$ cat config.mk
export PLATFORM = sky130hd
export DESIGN_NAME = tac_thermal_alarm
export DESIGN_NICKNAME = d
export VERILOG_FILES = /design/src/inc/tac_pkg.sv /design/src/core/tac_thermal_alarm.sv
export SDC_FILE = /design/constraint.sdc
export NUM_CORES = 1
export LEC_CHECK = 0
export BUFFER_PORTS_ARGS = -buffer_cell sky130_fd_sc_hd__buf_2
export CAP_MARGIN = 20
export CORE_ASPECT_RATIO = 0.8
export CORE_UTILIZATION = 58
export DETAILED_ROUTE_END_ITERATION = 12
export GPL_TIMING_DRIVEN = 0
export PLACE_DENSITY_LB_ADDON = 0.25
export SYNTH_ARGS = -nofsm -noshare
export SYNTH_HDL_FRONTEND = slang
export SYNTH_SLANG_ARGS = --single-unit
export TNS_END_PERCENT = 50
$ cat constraint.sdc
create_clock -name clock_i -period 6.9 [get_ports clock_i]
set_input_delay 1.38 -clock clock_i [delete_from_list [all_inputs] [get_ports clock_i]]
set_output_delay 1.38 -clock clock_i [all_outputs]
set_load 0.05 [all_outputs]
$ cat src/inc/tac_pkg.sv
package tac_pkg;
	// Core count and hysteresis timing
	localparam int NUM_CORES = 2;
	localparam int CLK_PERIOD_NS = 10;
	localparam int HYST_TIME_NS = 1000;
	localparam int HYST_CYCLES = (HYST_TIME_NS + CLK_PERIOD_NS - 1) / CLK_PERIOD_NS;
	localparam int HYST_W = 16;
	// Fan target offset range and base
	localparam int FAN_BASE_DEGC = 50;
	localparam logic [7:0] FAN_OFFSET_MIN = 8'h00;
	localparam logic [7:0] FAN_OFFSET_MAX = 8'h1E;
	localparam logic [7:0] FAN_OFFSET_DEFAULT = 8'h00;

	// Interrupt edge selection
	typedef enum logic [1:0] {
		TAC_IRQ_OFF,
		TAC_IRQ_ASSERT,
		TAC_IRQ_DEASSERT,
		TAC_IRQ_BOTH
	} tac_irq_mode_e;

	// Configuration bundle
	typedef struct packed {
		logic throttle_en;
		tac_irq_mode_e irq_mode;
	} tac_cfg_s;

	// Per-core temperature comparator results
	typedef struct packed {
		logic [NUM_CORES-1:0] at_max;
		logic [NUM_CORES-1:0] catastrophic;
	} tac_sense_s;
endpackage

$ cat src/core/tac_thermal_alarm.sv
// Operation
// - Drive hot alarm when any core reaches maximum safe temperature.
// - With throttle enabled, throttle stays active while hot alarm asserted.
// - Interrupt selectable on asserting or deasserting hot alarm edge.
// - External hot alarm input activates throttle in both cores if enabled.
// - Externally forced throttle lasts until the board releases the line.
// - Hot alarm line is shared bidirectional; device and board may drive.
// - Catastrophic heat latches shutdown output and halts, regardless of enable.
// - Shutdown output independent of activity; no bus cycles issued.
// - Fan target offset readable; reader adds it to a 50 C base.
// - Fan target offset lies between 0x00 and 0x1E.
// - Hot alarm asserts even when throttling is disabled.
// - Own-heat throttle ends only after cooling and hysteresis timer expiry.
`timescale 1ns/1ps
`default_nettype none
module tac_thermal_alarm
	import tac_pkg::*;
#(
	parameter int HYST_COUNT = HYST_CYCLES,
	parameter logic [7:0] FAN_OFFSET = FAN_OFFSET_DEFAULT
) (
	input wire logic clock_i,
	input wire logic rst_n_i,
	input wire tac_cfg_s cfg_i,
	input wire tac_sense_s sense_i,
	input wire logic hot_alarm_n_i,
	output logic hot_alarm_n_o,
	output logic hot_alarm_oe_o,
	output logic thermal_shutdown_n_o,
	output logic core_halt_o,
	output logic [NUM_CORES-1:0] thermal_clock_throttle_o,
	output logic irq_o,
	output logic [7:0] fan_offset_o
);
	logic ext_meta_reg;
	logic ext_sync_reg;
	logic hot_reg;
	logic hot_prev_reg;
	logic hot_prev2_reg;
	logic drive_n_reg;
	logic trip_reg;
	logic shut_n_reg;
	logic ext_throt_reg;
	logic own_throt_reg;
	logic [HYST_W-1:0] hyst_reg;
	logic [HYST_W-1:0] hyst_next;
	logic [NUM_CORES-1:0] throttle_reg;
	logic irq_reg;
	logic [7:0] fan_reg;

	// Decode of hot condition, external request and edges
	wire any_hot = |sense_i.at_max;
	wire any_cat = |sense_i.catastrophic;
	// Own drive is masked for as long as it takes to cross the synchroniser
	wire own_drive = hot_reg | hot_prev_reg | hot_prev2_reg;
	// Line low while we are not driving means the board drives it
	wire ext_req = ext_sync_reg & ~own_drive;
	wire rise_hot = hot_reg & ~hot_prev_reg;
	wire fall_hot = ~hot_reg & hot_prev_reg;
	wire irq_pulse = ((cfg_i.irq_mode == TAC_IRQ_ASSERT) & rise_hot) |
		((cfg_i.irq_mode == TAC_IRQ_DEASSERT) & fall_hot) |
		((cfg_i.irq_mode == TAC_IRQ_BOTH) & (rise_hot | fall_hot));
	wire own_active = any_hot | (hyst_reg != '0);
	wire throt_any = cfg_i.throttle_en & (own_throt_reg | ext_throt_reg);
	wire [7:0] fan_clamped = (FAN_OFFSET > FAN_OFFSET_MAX) ?
		FAN_OFFSET_MAX : FAN_OFFSET;

	// Hysteresis counter reloads while hot, counts down after cooling
	always_comb begin
		hyst_next = hyst_reg;
		if (any_hot) begin
			hyst_next = HYST_W'(HYST_COUNT);
		end else if (hyst_reg != '0) begin
			hyst_next = hyst_reg - 1'b1;
		end
	end

	// Two-stage synchroniser for the shared line, active high internally
	always_ff @(posedge clock_i or negedge rst_n_i) begin
		if (!rst_n_i) begin
			ext_meta_reg <= 1'b0;
			ext_sync_reg <= 1'b0;
		end else begin
			ext_meta_reg <= ~hot_alarm_n_i;
			ext_sync_reg <= ext_meta_reg;
		end
	end

	// Hot alarm report, independent of throttle enable
	always_ff @(posedge clock_i or negedge rst_n_i) begin
		if (!rst_n_i) begin
			hot_reg <= 1'b0;
			hot_prev_reg <= 1'b0;
			hot_prev2_reg <= 1'b0;
			drive_n_reg <= 1'b1;
		end else begin
			hot_reg <= any_hot;
			hot_prev_reg <= hot_reg;
			hot_prev2_reg <= hot_prev_reg;
			drive_n_reg <= ~any_hot;
		end
	end

	// Throttle sources: own heat with hysteresis, external request
	always_ff @(posedge clock_i or negedge rst_n_i) begin
		if (!rst_n_i) begin
			hyst_reg <= '0;
			own_throt_reg <= 1'b0;
			ext_throt_reg <= 1'b0;
		end else begin
			hyst_reg <= hyst_next;
			own_throt_reg <= own_active;
			ext_throt_reg <= ext_req;
		end
	end

	// Throttle applies to both cores alike
	always_ff @(posedge clock_i or negedge rst_n_i) begin
		if (!rst_n_i) begin
			throttle_reg <= '0;
		end else begin
			throttle_reg <= {NUM_CORES{throt_any}};
		end
	end

	// Catastrophic trip latches until reset, no bus activity involved
	always_ff @(posedge clock_i or negedge rst_n_i) begin
		if (!rst_n_i) begin
			trip_reg <= 1'b0;
			shut_n_reg <= 1'b1;
		end else if (any_cat) begin
			trip_reg <= 1'b1;
			shut_n_reg <= 1'b0;
		end
	end

	// Interrupt pulse and fan offset value
	always_ff @(posedge clock_i or negedge rst_n_i) begin
		if (!rst_n_i) begin
			irq_reg <= 1'b0;
			fan_reg <= FAN_OFFSET_MIN;
		end else begin
			irq_reg <= irq_pulse;
			fan_reg <= fan_clamped;
		end
	end

	// Open-drain style drive: low with enable while hot
	assign hot_alarm_n_o = drive_n_reg;
	assign hot_alarm_oe_o = hot_reg;
	assign thermal_shutdown_n_o = shut_n_reg;
	assign core_halt_o = trip_reg;
	assign thermal_clock_throttle_o = throttle_reg;
	assign irq_o = irq_reg;
	assign fan_offset_o = fan_reg;

	// Assertions
	// Alarm output follows the hot condition one cycle later
	a_hot_follows: assert property (@(posedge clock_i)
		disable iff (!rst_n_i) any_hot |=> hot_alarm_oe_o)
		else $error("hot alarm not driven when hot");
	// Alarm drops once no core is hot
	a_hot_release: assert property (@(posedge clock_i)
		disable iff (!rst_n_i) !any_hot |=> !hot_alarm_oe_o)
		else $error("hot alarm held while cool");
	// Alarm is reported even with throttling disabled
	a_hot_noenable: assert property (@(posedge clock_i)
		disable iff (!rst_n_i)
		(any_hot && !cfg_i.throttle_en) |=> hot_alarm_oe_o)
		else $error("hot alarm missing without enable");
	// Own hot condition throttles both cores
	a_throt_hot: assert property (@(posedge clock_i)
		disable iff (!rst_n_i)
		(hot_reg && cfg_i.throttle_en) |-> ##2 (!cfg_i.throttle_en ||
		&thermal_clock_throttle_o))
		else $error("throttle off while hot");
	// Throttle is fully off while the feature is disabled
	a_throt_off: assert property (@(posedge clock_i)
		disable iff (!rst_n_i)
		!cfg_i.throttle_en |=> !(|thermal_clock_throttle_o))
		else $error("throttle active while disabled");
	// Throttle always has an own or external cause
	a_throt_cause: assert property (@(posedge clock_i)
		disable iff (!rst_n_i)
		(|thermal_clock_throttle_o) |-> $past(own_throt_reg || ext_throt_reg))
		else $error("throttle without cause");
	// Both cores throttle alike
	a_throt_same: assert property (@(posedge clock_i)
		disable iff (!rst_n_i)
		(&thermal_clock_throttle_o) || !(|thermal_clock_throttle_o))
		else $error("cores throttled differently");
	// Interrupt on the asserting edge
	a_irq_rise: assert property (@(posedge clock_i)
		disable iff (!rst_n_i)
		(rise_hot && cfg_i.irq_mode == TAC_IRQ_ASSERT) |=> irq_o)
		else $error("no interrupt on asserting edge");
	// Interrupt on the deasserting edge
	a_irq_fall: assert property (@(posedge clock_i)
		disable iff (!rst_n_i)
		(fall_hot && cfg_i.irq_mode == TAC_IRQ_DEASSERT) |=> irq_o)
		else $error("no interrupt on deasserting edge");
	// Interrupt on either edge when both are selected
	a_irq_both: assert property (@(posedge clock_i)
		disable iff (!rst_n_i)
		((rise_hot || fall_hot) && cfg_i.irq_mode == TAC_IRQ_BOTH) |=> irq_o)
		else $error("no interrupt in both-edge mode");
	// No interrupt while interrupts are switched off
	a_irq_off: assert property (@(posedge clock_i)
		disable iff (!rst_n_i)
		(cfg_i.irq_mode == TAC_IRQ_OFF) |=> !irq_o)
		else $error("interrupt while off");
	// Every interrupt follows an alarm edge
	a_irq_cause: assert property (@(posedge clock_i)
		disable iff (!rst_n_i)
		irq_o |-> $past(rise_hot) || $past(fall_hot))
		else $error("spurious interrupt");
	// External request throttles both cores
	a_ext_throt: assert property (@(posedge clock_i)
		disable iff (!rst_n_i)
		(ext_req && cfg_i.throttle_en) |=> ##1 (!cfg_i.throttle_en ||
		&thermal_clock_throttle_o))
		else $error("external request ignored");
	// Held external throttle reaches the cores while enabled
	a_ext_both: assert property (@(posedge clock_i)
		disable iff (!rst_n_i)
		(ext_throt_reg && cfg_i.throttle_en) |=> &thermal_clock_throttle_o)
		else $error("external throttle not applied");
	// External throttle stays while the line is held
	a_ext_hold: assert property (@(posedge clock_i)
		disable iff (!rst_n_i) ext_req [*2] |-> ext_throt_reg)
		else $error("external throttle dropped early");
	// External throttle ends once the line is released
	a_ext_release: assert property (@(posedge clock_i)
		disable iff (!rst_n_i) !ext_req |=> !ext_throt_reg)
		else $error("external throttle held after release");
	// Shutdown and halt stay latched
	a_trip_sticky: assert property (@(posedge clock_i)
		disable iff (!rst_n_i)
		!thermal_shutdown_n_o |=> !thermal_shutdown_n_o && core_halt_o)
		else $error("shutdown released");
	// Halt and shutdown pin always agree
	a_trip_halt: assert property (@(posedge clock_i)
		disable iff (!rst_n_i) core_halt_o == !thermal_shutdown_n_o)
		else $error("halt and shutdown disagree");
	// Trip does not wait for the throttle feature
	a_trip_noen: assert property (@(posedge clock_i)
		disable iff (!rst_n_i)
		(any_cat && !cfg_i.throttle_en) |=> core_halt_o)
		else $error("trip gated by enable");
	// Catastrophic heat trips one cycle later
	a_trip_set: assert property (@(posedge clock_i)
		disable iff (!rst_n_i) any_cat |=> !thermal_shutdown_n_o)
		else $error("shutdown not asserted");
	// Trip only ever follows catastrophic heat
	a_trip_cause: assert property (@(posedge clock_i)
		disable iff (!rst_n_i) $fell(thermal_shutdown_n_o) |-> $past(any_cat))
		else $error("shutdown without cause");
	// Throttle outlives the hot condition
	a_hyst_hold: assert property (@(posedge clock_i)
		disable iff (!rst_n_i) $fell(any_hot) |-> ##1 own_throt_reg)
		else $error("throttle ended without hysteresis");
	// Timer reloads while hot
	a_hyst_load: assert property (@(posedge clock_i)
		disable iff (!rst_n_i) any_hot |=> hyst_reg == HYST_W'(HYST_COUNT))
		else $error("hysteresis timer not reloaded");
	// Timer counts down by one once cool
	a_hyst_down: assert property (@(posedge clock_i)
		disable iff (!rst_n_i)
		(!any_hot && hyst_reg != '0) |=> hyst_reg == $past(hyst_reg) - 1'b1)
		else $error("hysteresis timer miscounts");
	// Own throttle ends only when cool and timer expired
	a_hyst_end: assert property (@(posedge clock_i)
		disable iff (!rst_n_i)
		$fell(own_throt_reg) |-> $past(!any_hot) && $past(hyst_reg) == '0)
		else $error("throttle ended too soon");
	// Fan offset never leaves its range
	a_fan_range: assert property (@(posedge clock_i)
		disable iff (!rst_n_i) fan_offset_o <= FAN_OFFSET_MAX)
		else $error("fan offset out of range");
	// Oversized offset is clamped to the top of the range
	a_fan_clamp: assert property (@(posedge clock_i)
		disable iff (!rst_n_i)
		($past(rst_n_i, 2) && FAN_OFFSET > FAN_OFFSET_MAX) |->
		fan_offset_o == FAN_OFFSET_MAX)
		else $error("fan offset not clamped");
	// In-range offset is passed unchanged
	a_fan_pass: assert property (@(posedge clock_i)
		disable iff (!rst_n_i)
		($past(rst_n_i, 2) && FAN_OFFSET <= FAN_OFFSET_MAX) |->
		fan_offset_o == FAN_OFFSET)
		else $error("fan offset altered");
	// Fan offset stays constant after start-up
	a_fan_stable: assert property (@(posedge clock_i)
		disable iff (!rst_n_i) $past(rst_n_i, 2) |-> $stable(fan_offset_o))
		else $error("fan offset changed");
	// Pin is pulled low whenever it is enabled
	a_line_drive: assert property (@(posedge clock_i)
		disable iff (!rst_n_i) hot_alarm_oe_o |-> !hot_alarm_n_o)
		else $error("line enabled but not low");
	// Pin data idles high when released
	a_line_idle: assert property (@(posedge clock_i)
		disable iff (!rst_n_i) !hot_alarm_oe_o |-> hot_alarm_n_o)
		else $error("line data low while released");
	// First synchroniser stage samples the inverted pin
	a_sync_first: assert property (@(posedge clock_i)
		disable iff (!rst_n_i) ext_meta_reg == !$past(hot_alarm_n_i))
		else $error("synchroniser first stage wrong");
	// Second stage follows the first
	a_sync_second: assert property (@(posedge clock_i)
		disable iff (!rst_n_i) ext_sync_reg == $past(ext_meta_reg))
		else $error("synchroniser second stage wrong");
	// Own drive and its synchroniser echo never count as external
	a_no_self: assert property (@(posedge clock_i)
		disable iff (!rst_n_i) (hot_reg || hot_prev_reg) |-> !ext_req)
		else $error("own drive seen as external");

	c_hot: cover property (@(posedge clock_i) disable iff (!rst_n_i) rise_hot);
	c_ext: cover property (@(posedge clock_i) disable iff (!rst_n_i)
		$rose(ext_throt_reg));
	c_trip: cover property (@(posedge clock_i) disable iff (!rst_n_i)
		$rose(trip_reg));
	c_irq_fall: cover property (@(posedge clock_i) disable iff (!rst_n_i)
		irq_o && $past(fall_hot));
	c_hyst_end: cover property (@(posedge clock_i) disable iff (!rst_n_i)
		$fell(own_throt_reg));
endmodule
`default_nettype wire

==> tab_implementation.tex <==
\begin{tabular}{lr}
\hline
Metric & Value \\
\hline
\multicolumn{2}{l}{\textbf{Clock tree}} \\
\quad Clock tree from TritonCTS & yes \\
\quad Source-to-sink clock delay at the later pin of the worst-skew pair & roughly 0.33 ns \\
\quad Post-cts hold buffer count & 0 \\
\quad Post-cts resize count & 0 \\
\quad Num CTS Buffers & 3 \\
\quad \# clock sinks & 28 \\
\quad Clock Pin Slew Worst Setup and Hold Paths & 0.14 ns \\
\quad Postcts setup bufs & 0 \\
\quad H-tree level count & 1 \\
\quad Clock tree buffer depth & 2 \\
\quad Clk Tree Root Cell & sky130\_fd\_sc\_hd\_\_clkbuf\_4 \\
\multicolumn{2}{l}{\textbf{Final layout}} \\
\quad Filler instances & 172 \\
\quad Leading cell types in the layout, fill and taps excluded & sky130\_fd\_sc\_hd\_\_dfrtp\_1, sky130\_fd\_sc\_hd\_\_buf\_2, sky130\_fd\_sc\_hd\_\_nand2\_1 \\
\quad Final Net Count & 180 \\
\quad Share of final-layout standard cells stronger than drive strength 1 & between 20\% and 30\% \\
\quad Antenna Cells & 0 \\
\quad Commonest non-fill, non-tap cell in the layout & sky130\_fd\_sc\_hd\_\_dfrtp\_1 \\
\quad Sequential cell area & 703.2 um2 \\
\quad Area overhead of the layout relative to synthesis & 12.57\% \\
\quad Combined area of the multi-input logic cells & approximately 580 um2 \\
\quad Number of flip-flops under the largest register name & 16 \\
\multicolumn{2}{l}{\textbf{Critical path}} \\
\quad Beginning of the worst register-to-register path & hyst\_reg[4] \\
\quad Critical path launch point type & primary input \\
\quad Nature of the critical path endpoint & flip-flop \\
\quad FF-to-FF path depth & 5 \\
\quad CP required & around 7 ns \\
\quad Worst reg2reg endpoint & hyst\_reg[14] \\
\quad Reg-to-reg slack, setup & around 4.5 ns \\
\quad Worst Path Class, Setup & in2reg \\
\quad Maximum fanout count along the critical path & 7 \\
\quad Arrival time reported for the critical path endpoint & between 2 and 3 ns \\
\multicolumn{2}{l}{\textbf{Power and ir drop}} \\
\quad Clock network power share & 26.7\% \\
\quad Leakage power & between 0.7 and 0.8 nW \\
\quad Internal power consumption & roughly 210 uW \\
\quad Sw Ratio & roughly 27\% \\
\quad Power density cells & between 150 and 200 nW/um2 \\
\quad Register share of total power & 58.9\% \\
\quad Max rail drop VDD & around 0.18 mV \\
\quad Total power after layout & between 200 and 300 uW \\
\quad Switching power & 79.15 uW \\
\quad Combinational share of power & 14.4\% \\
\multicolumn{2}{l}{\textbf{Synth}} \\
\quad Synthesized cell area & around 1400 um2 \\
\quad Top post-synthesis cells by area & sky130\_fd\_sc\_hd\_\_dfrtp\_1, sky130\_fd\_sc\_hd\_\_buf\_4, sky130\_fd\_sc\_hd\_\_dfstp\_2 \\
\quad Distinct cells, synth & 37 \\
\quad Cell taking the most area after synthesis & sky130\_fd\_sc\_hd\_\_dfrtp\_1 \\
\quad Number of enable-type register cells in the synthesized netlist & 0 \\
\quad Number of standard cells after synthesis & around 140 \\
\quad Top-area cell type share of the netlist area & 47.02\% \\
\quad Portion of the post-synthesis area used by sequential elements & 50.81\% \\
\quad Top\_reg\_cell synth & sky130\_fd\_sc\_hd\_\_dfrtp\_1 \\
\quad Share of flip-flops with an asynchronous set or reset after synthesis & 100.0\% \\
\quad Avg Synthesized Cell Area & around 10 um2 \\
\quad FF+latch count, synth & 28 \\
\quad Synthesis warning total & 0 \\
\multicolumn{2}{l}{\textbf{Hold path}} \\
\quad Hold path startpoint & ext\_meta\_reg \\
\quad Worst hold path type & reg2reg \\
\quad Hold path endpoint & ext\_sync\_reg \\
\quad WHS Path Cells & 0 \\
\multicolumn{2}{l}{\textbf{Timing}} \\
\quad Relative slew slack & between 60 and 70\% \\
\quad Max-slew violation count & 0 \\
\quad Unrepaired setup endpoints after global routing & no \\
\quad Max Clk Rate & 387.9 MHz \\
\quad Worst hold-check slack & approximately 0.37 ns \\
\quad Setup clock skew after layout & $\sim$0.011 ns \\
\quad Number of endpoints with negative hold slack in the final report & 0 \\
\quad Shortest clock period the worst path allows after layout & approximately 2.6 ns \\
\quad Final Setup Violations & 0 \\
\quad Worst Tran Pin Value & just under 0.6 ns \\
\quad Setup TNS & 0 ns \\
\quad Final worst path period share & 37.36\% \\
\quad Final worst-path setup slack & 4.322 ns \\
\multicolumn{2}{l}{\textbf{Global route}} \\
\quad Maximum number of pins on one net before global-route repair & 29 \\
\quad Antenna violations before repair & 0 \\
\quad Overall track demand over capacity in global routing & between 20\% and 30\% \\
\quad Global-route wire length before repair & 4.471 mm \\
\quad Aggregate global routing overflow & 0 \\
\quad Via count of the first global-routing pass & around 1,000 \\
\multicolumn{2}{l}{\textbf{Placed design}} \\
\quad Placer congestion estimate & approximately 0.79 \\
\quad Quantity of I/O buffers inserted on ports & 16 \\
\quad Worst slack after detailed placement & around 4.0 ns \\
\quad DP Wirelength & $\sim$2 mm \\
\multicolumn{2}{l}{\textbf{Routing}} \\
\quad Remaining number of nets flagged by the antenna check after routing & 0 \\
\quad Routed len/inst & around 14 um \\
\quad Aggregate routed wire length & approximately 2.7 mm \\
\quad Detailed Route Iter0 Violations & 52 \\
\quad Detailed-routing iteration count for the pre-antenna-repair pass & 4 \\
\quad DRC violations left & 0 \\
\quad Total number of vias & roughly 1,100 \\
\quad Detailed-route vias per instance & $\sim$5.9 \\
\multicolumn{2}{l}{\textbf{Floorplanning}} \\
\quad Die area & 2587 um2 \\
\quad Die Y & approximately 46 um \\
\quad Core box area & $\sim$2200 um2 \\
\quad Std cell rows & 15 \\
\quad Total I/O pin count & 25 \\
\quad Initial core utilization & $\sim$63\% \\
\quad Die X & between 50 and 60 um \\
\multicolumn{2}{l}{\textbf{Job}} \\
\quad Max-cap violations & 0 \\
\multicolumn{2}{l}{\textbf{Run status}} \\
\quad Outcome & finished, final reports clean \\
\hline
\end{tabular}
==> how the worst max path moves through the flow <==
stage                    startpoint                    to  slack [ns]  depth (start not counted)
2_1_floorplan            sense_i[3]          hyst_reg[15]        4.42                          4
3_3_place_gp             sense_i[3]           hyst_reg[0]        4.11                          6
3_5_place_dp             sense_i[3]           hyst_reg[1]        4.01                          6
4_1_cts        thermal_shutdown_n_o  thermal_shutdown_n_o        4.37                          1
5_1_grt                  sense_i[3]           hyst_reg[5]        4.21                          5
6_report                 sense_i[3]           hyst_reg[1]        4.32                          6
==> power by group through the flow <==
stage | Combinational [mW] | Clock (mW) | Sequential (mW)
floorplan | 0.0256 | 0 | 0.179
CTS | 0.0419 | 0.0812 | 0.172
detailed placement | 0.0418 | 0 | 0.175
global placement | 0.0403 | 0 | 0.174
finish | 0.0419 | 0.0780 | 0.172
global route | 0.0456 | 0.0869 | 0.172
==> logic make-up after synthesis <==
logic type               synth area share [%]
adder cells (fa/ha/maj)                 3.617
buffers and inverters                   9.222
multiplexers                            1.627
other                                  0.2710
AO/OA/AOI/OAI                           13.92
AND/OR/NAND/NOR                         20.53
flip-flops                              50.81
==> metal layers <==
layer	share of wire [%]	track usage (%)	wire length, um	up-vias
met4	2.1	13.17	57	0
met5	0	0	0	-
met3	4.9	5.398	130	6
met1	45	28.20	1215	538
met2	47	40.94	1268	39
li1	-	-	-	533
==> cell type report <==
cell class	count	area share, %
Clock buffer	4	2.329
Timing Repair Buffer	16	5.141
Buffer	13	5.783
Multi-Input combinational cell	94	37.19
Tap cell	25	2.008
Sequential cell	28	45.14
Inverter	10	2.410
==> Yosys cell counts (2+ instances only) <==
master,n
sky130_fd_sc_hd__a21oi_1,8
sky130_fd_sc_hd__a31oi_1,3
sky130_fd_sc_hd__a41o_1,2
sky130_fd_sc_hd__buf_4,9
sky130_fd_sc_hd__clkbuf_1,3
sky130_fd_sc_hd__dfrtp_1,26
sky130_fd_sc_hd__dfstp_2,2
sky130_fd_sc_hd__ha_1,4
sky130_fd_sc_hd__inv_1,9
sky130_fd_sc_hd__mux2_2,2
sky130_fd_sc_hd__nand2_1,11
sky130_fd_sc_hd__nand3_1,6
sky130_fd_sc_hd__nor2_1,4
sky130_fd_sc_hd__nor3_1,6
sky130_fd_sc_hd__nor4_1,3
sky130_fd_sc_hd__o211ai_1,2
sky130_fd_sc_hd__o21ai_0,7
sky130_fd_sc_hd__o31ai_1,4
sky130_fd_sc_hd__o41ai_1,2
sky130_fd_sc_hd__or2_2,3
sky130_fd_sc_hd__or3_1,3
sky130_fd_sc_hd__or4_1,3
sky130_fd_sc_hd__or4_4,2
==> worst max-delay path, cell delays in order <==
cell	delay, ns
sky130_fd_sc_hd__buf_2	0.11
sky130_fd_sc_hd__nor3_1	0.50
sky130_fd_sc_hd__nand2_1	0.29
sky130_fd_sc_hd__nor2_1	0.27
sky130_fd_sc_hd__inv_1	0.11
sky130_fd_sc_hd__o21ai_0	0.17
==> metrics by stage <==
| stage | utilization (%) | std cells | instance area, um2 |
|---|---|---|---|
| floorplan | - | 145 | 1410 |
| global placement | 69.29 | 186 | 1521 |
| detailed placement | 69.29 | 186 | 1521 |
| CTS | 70.94 | 190 | 1558 |
| global route | 70.94 | 190 | 1558 |
| finish | 70.94 | 190 | 1558 |
Note: power is estimated with default switching activity, not from simulation.
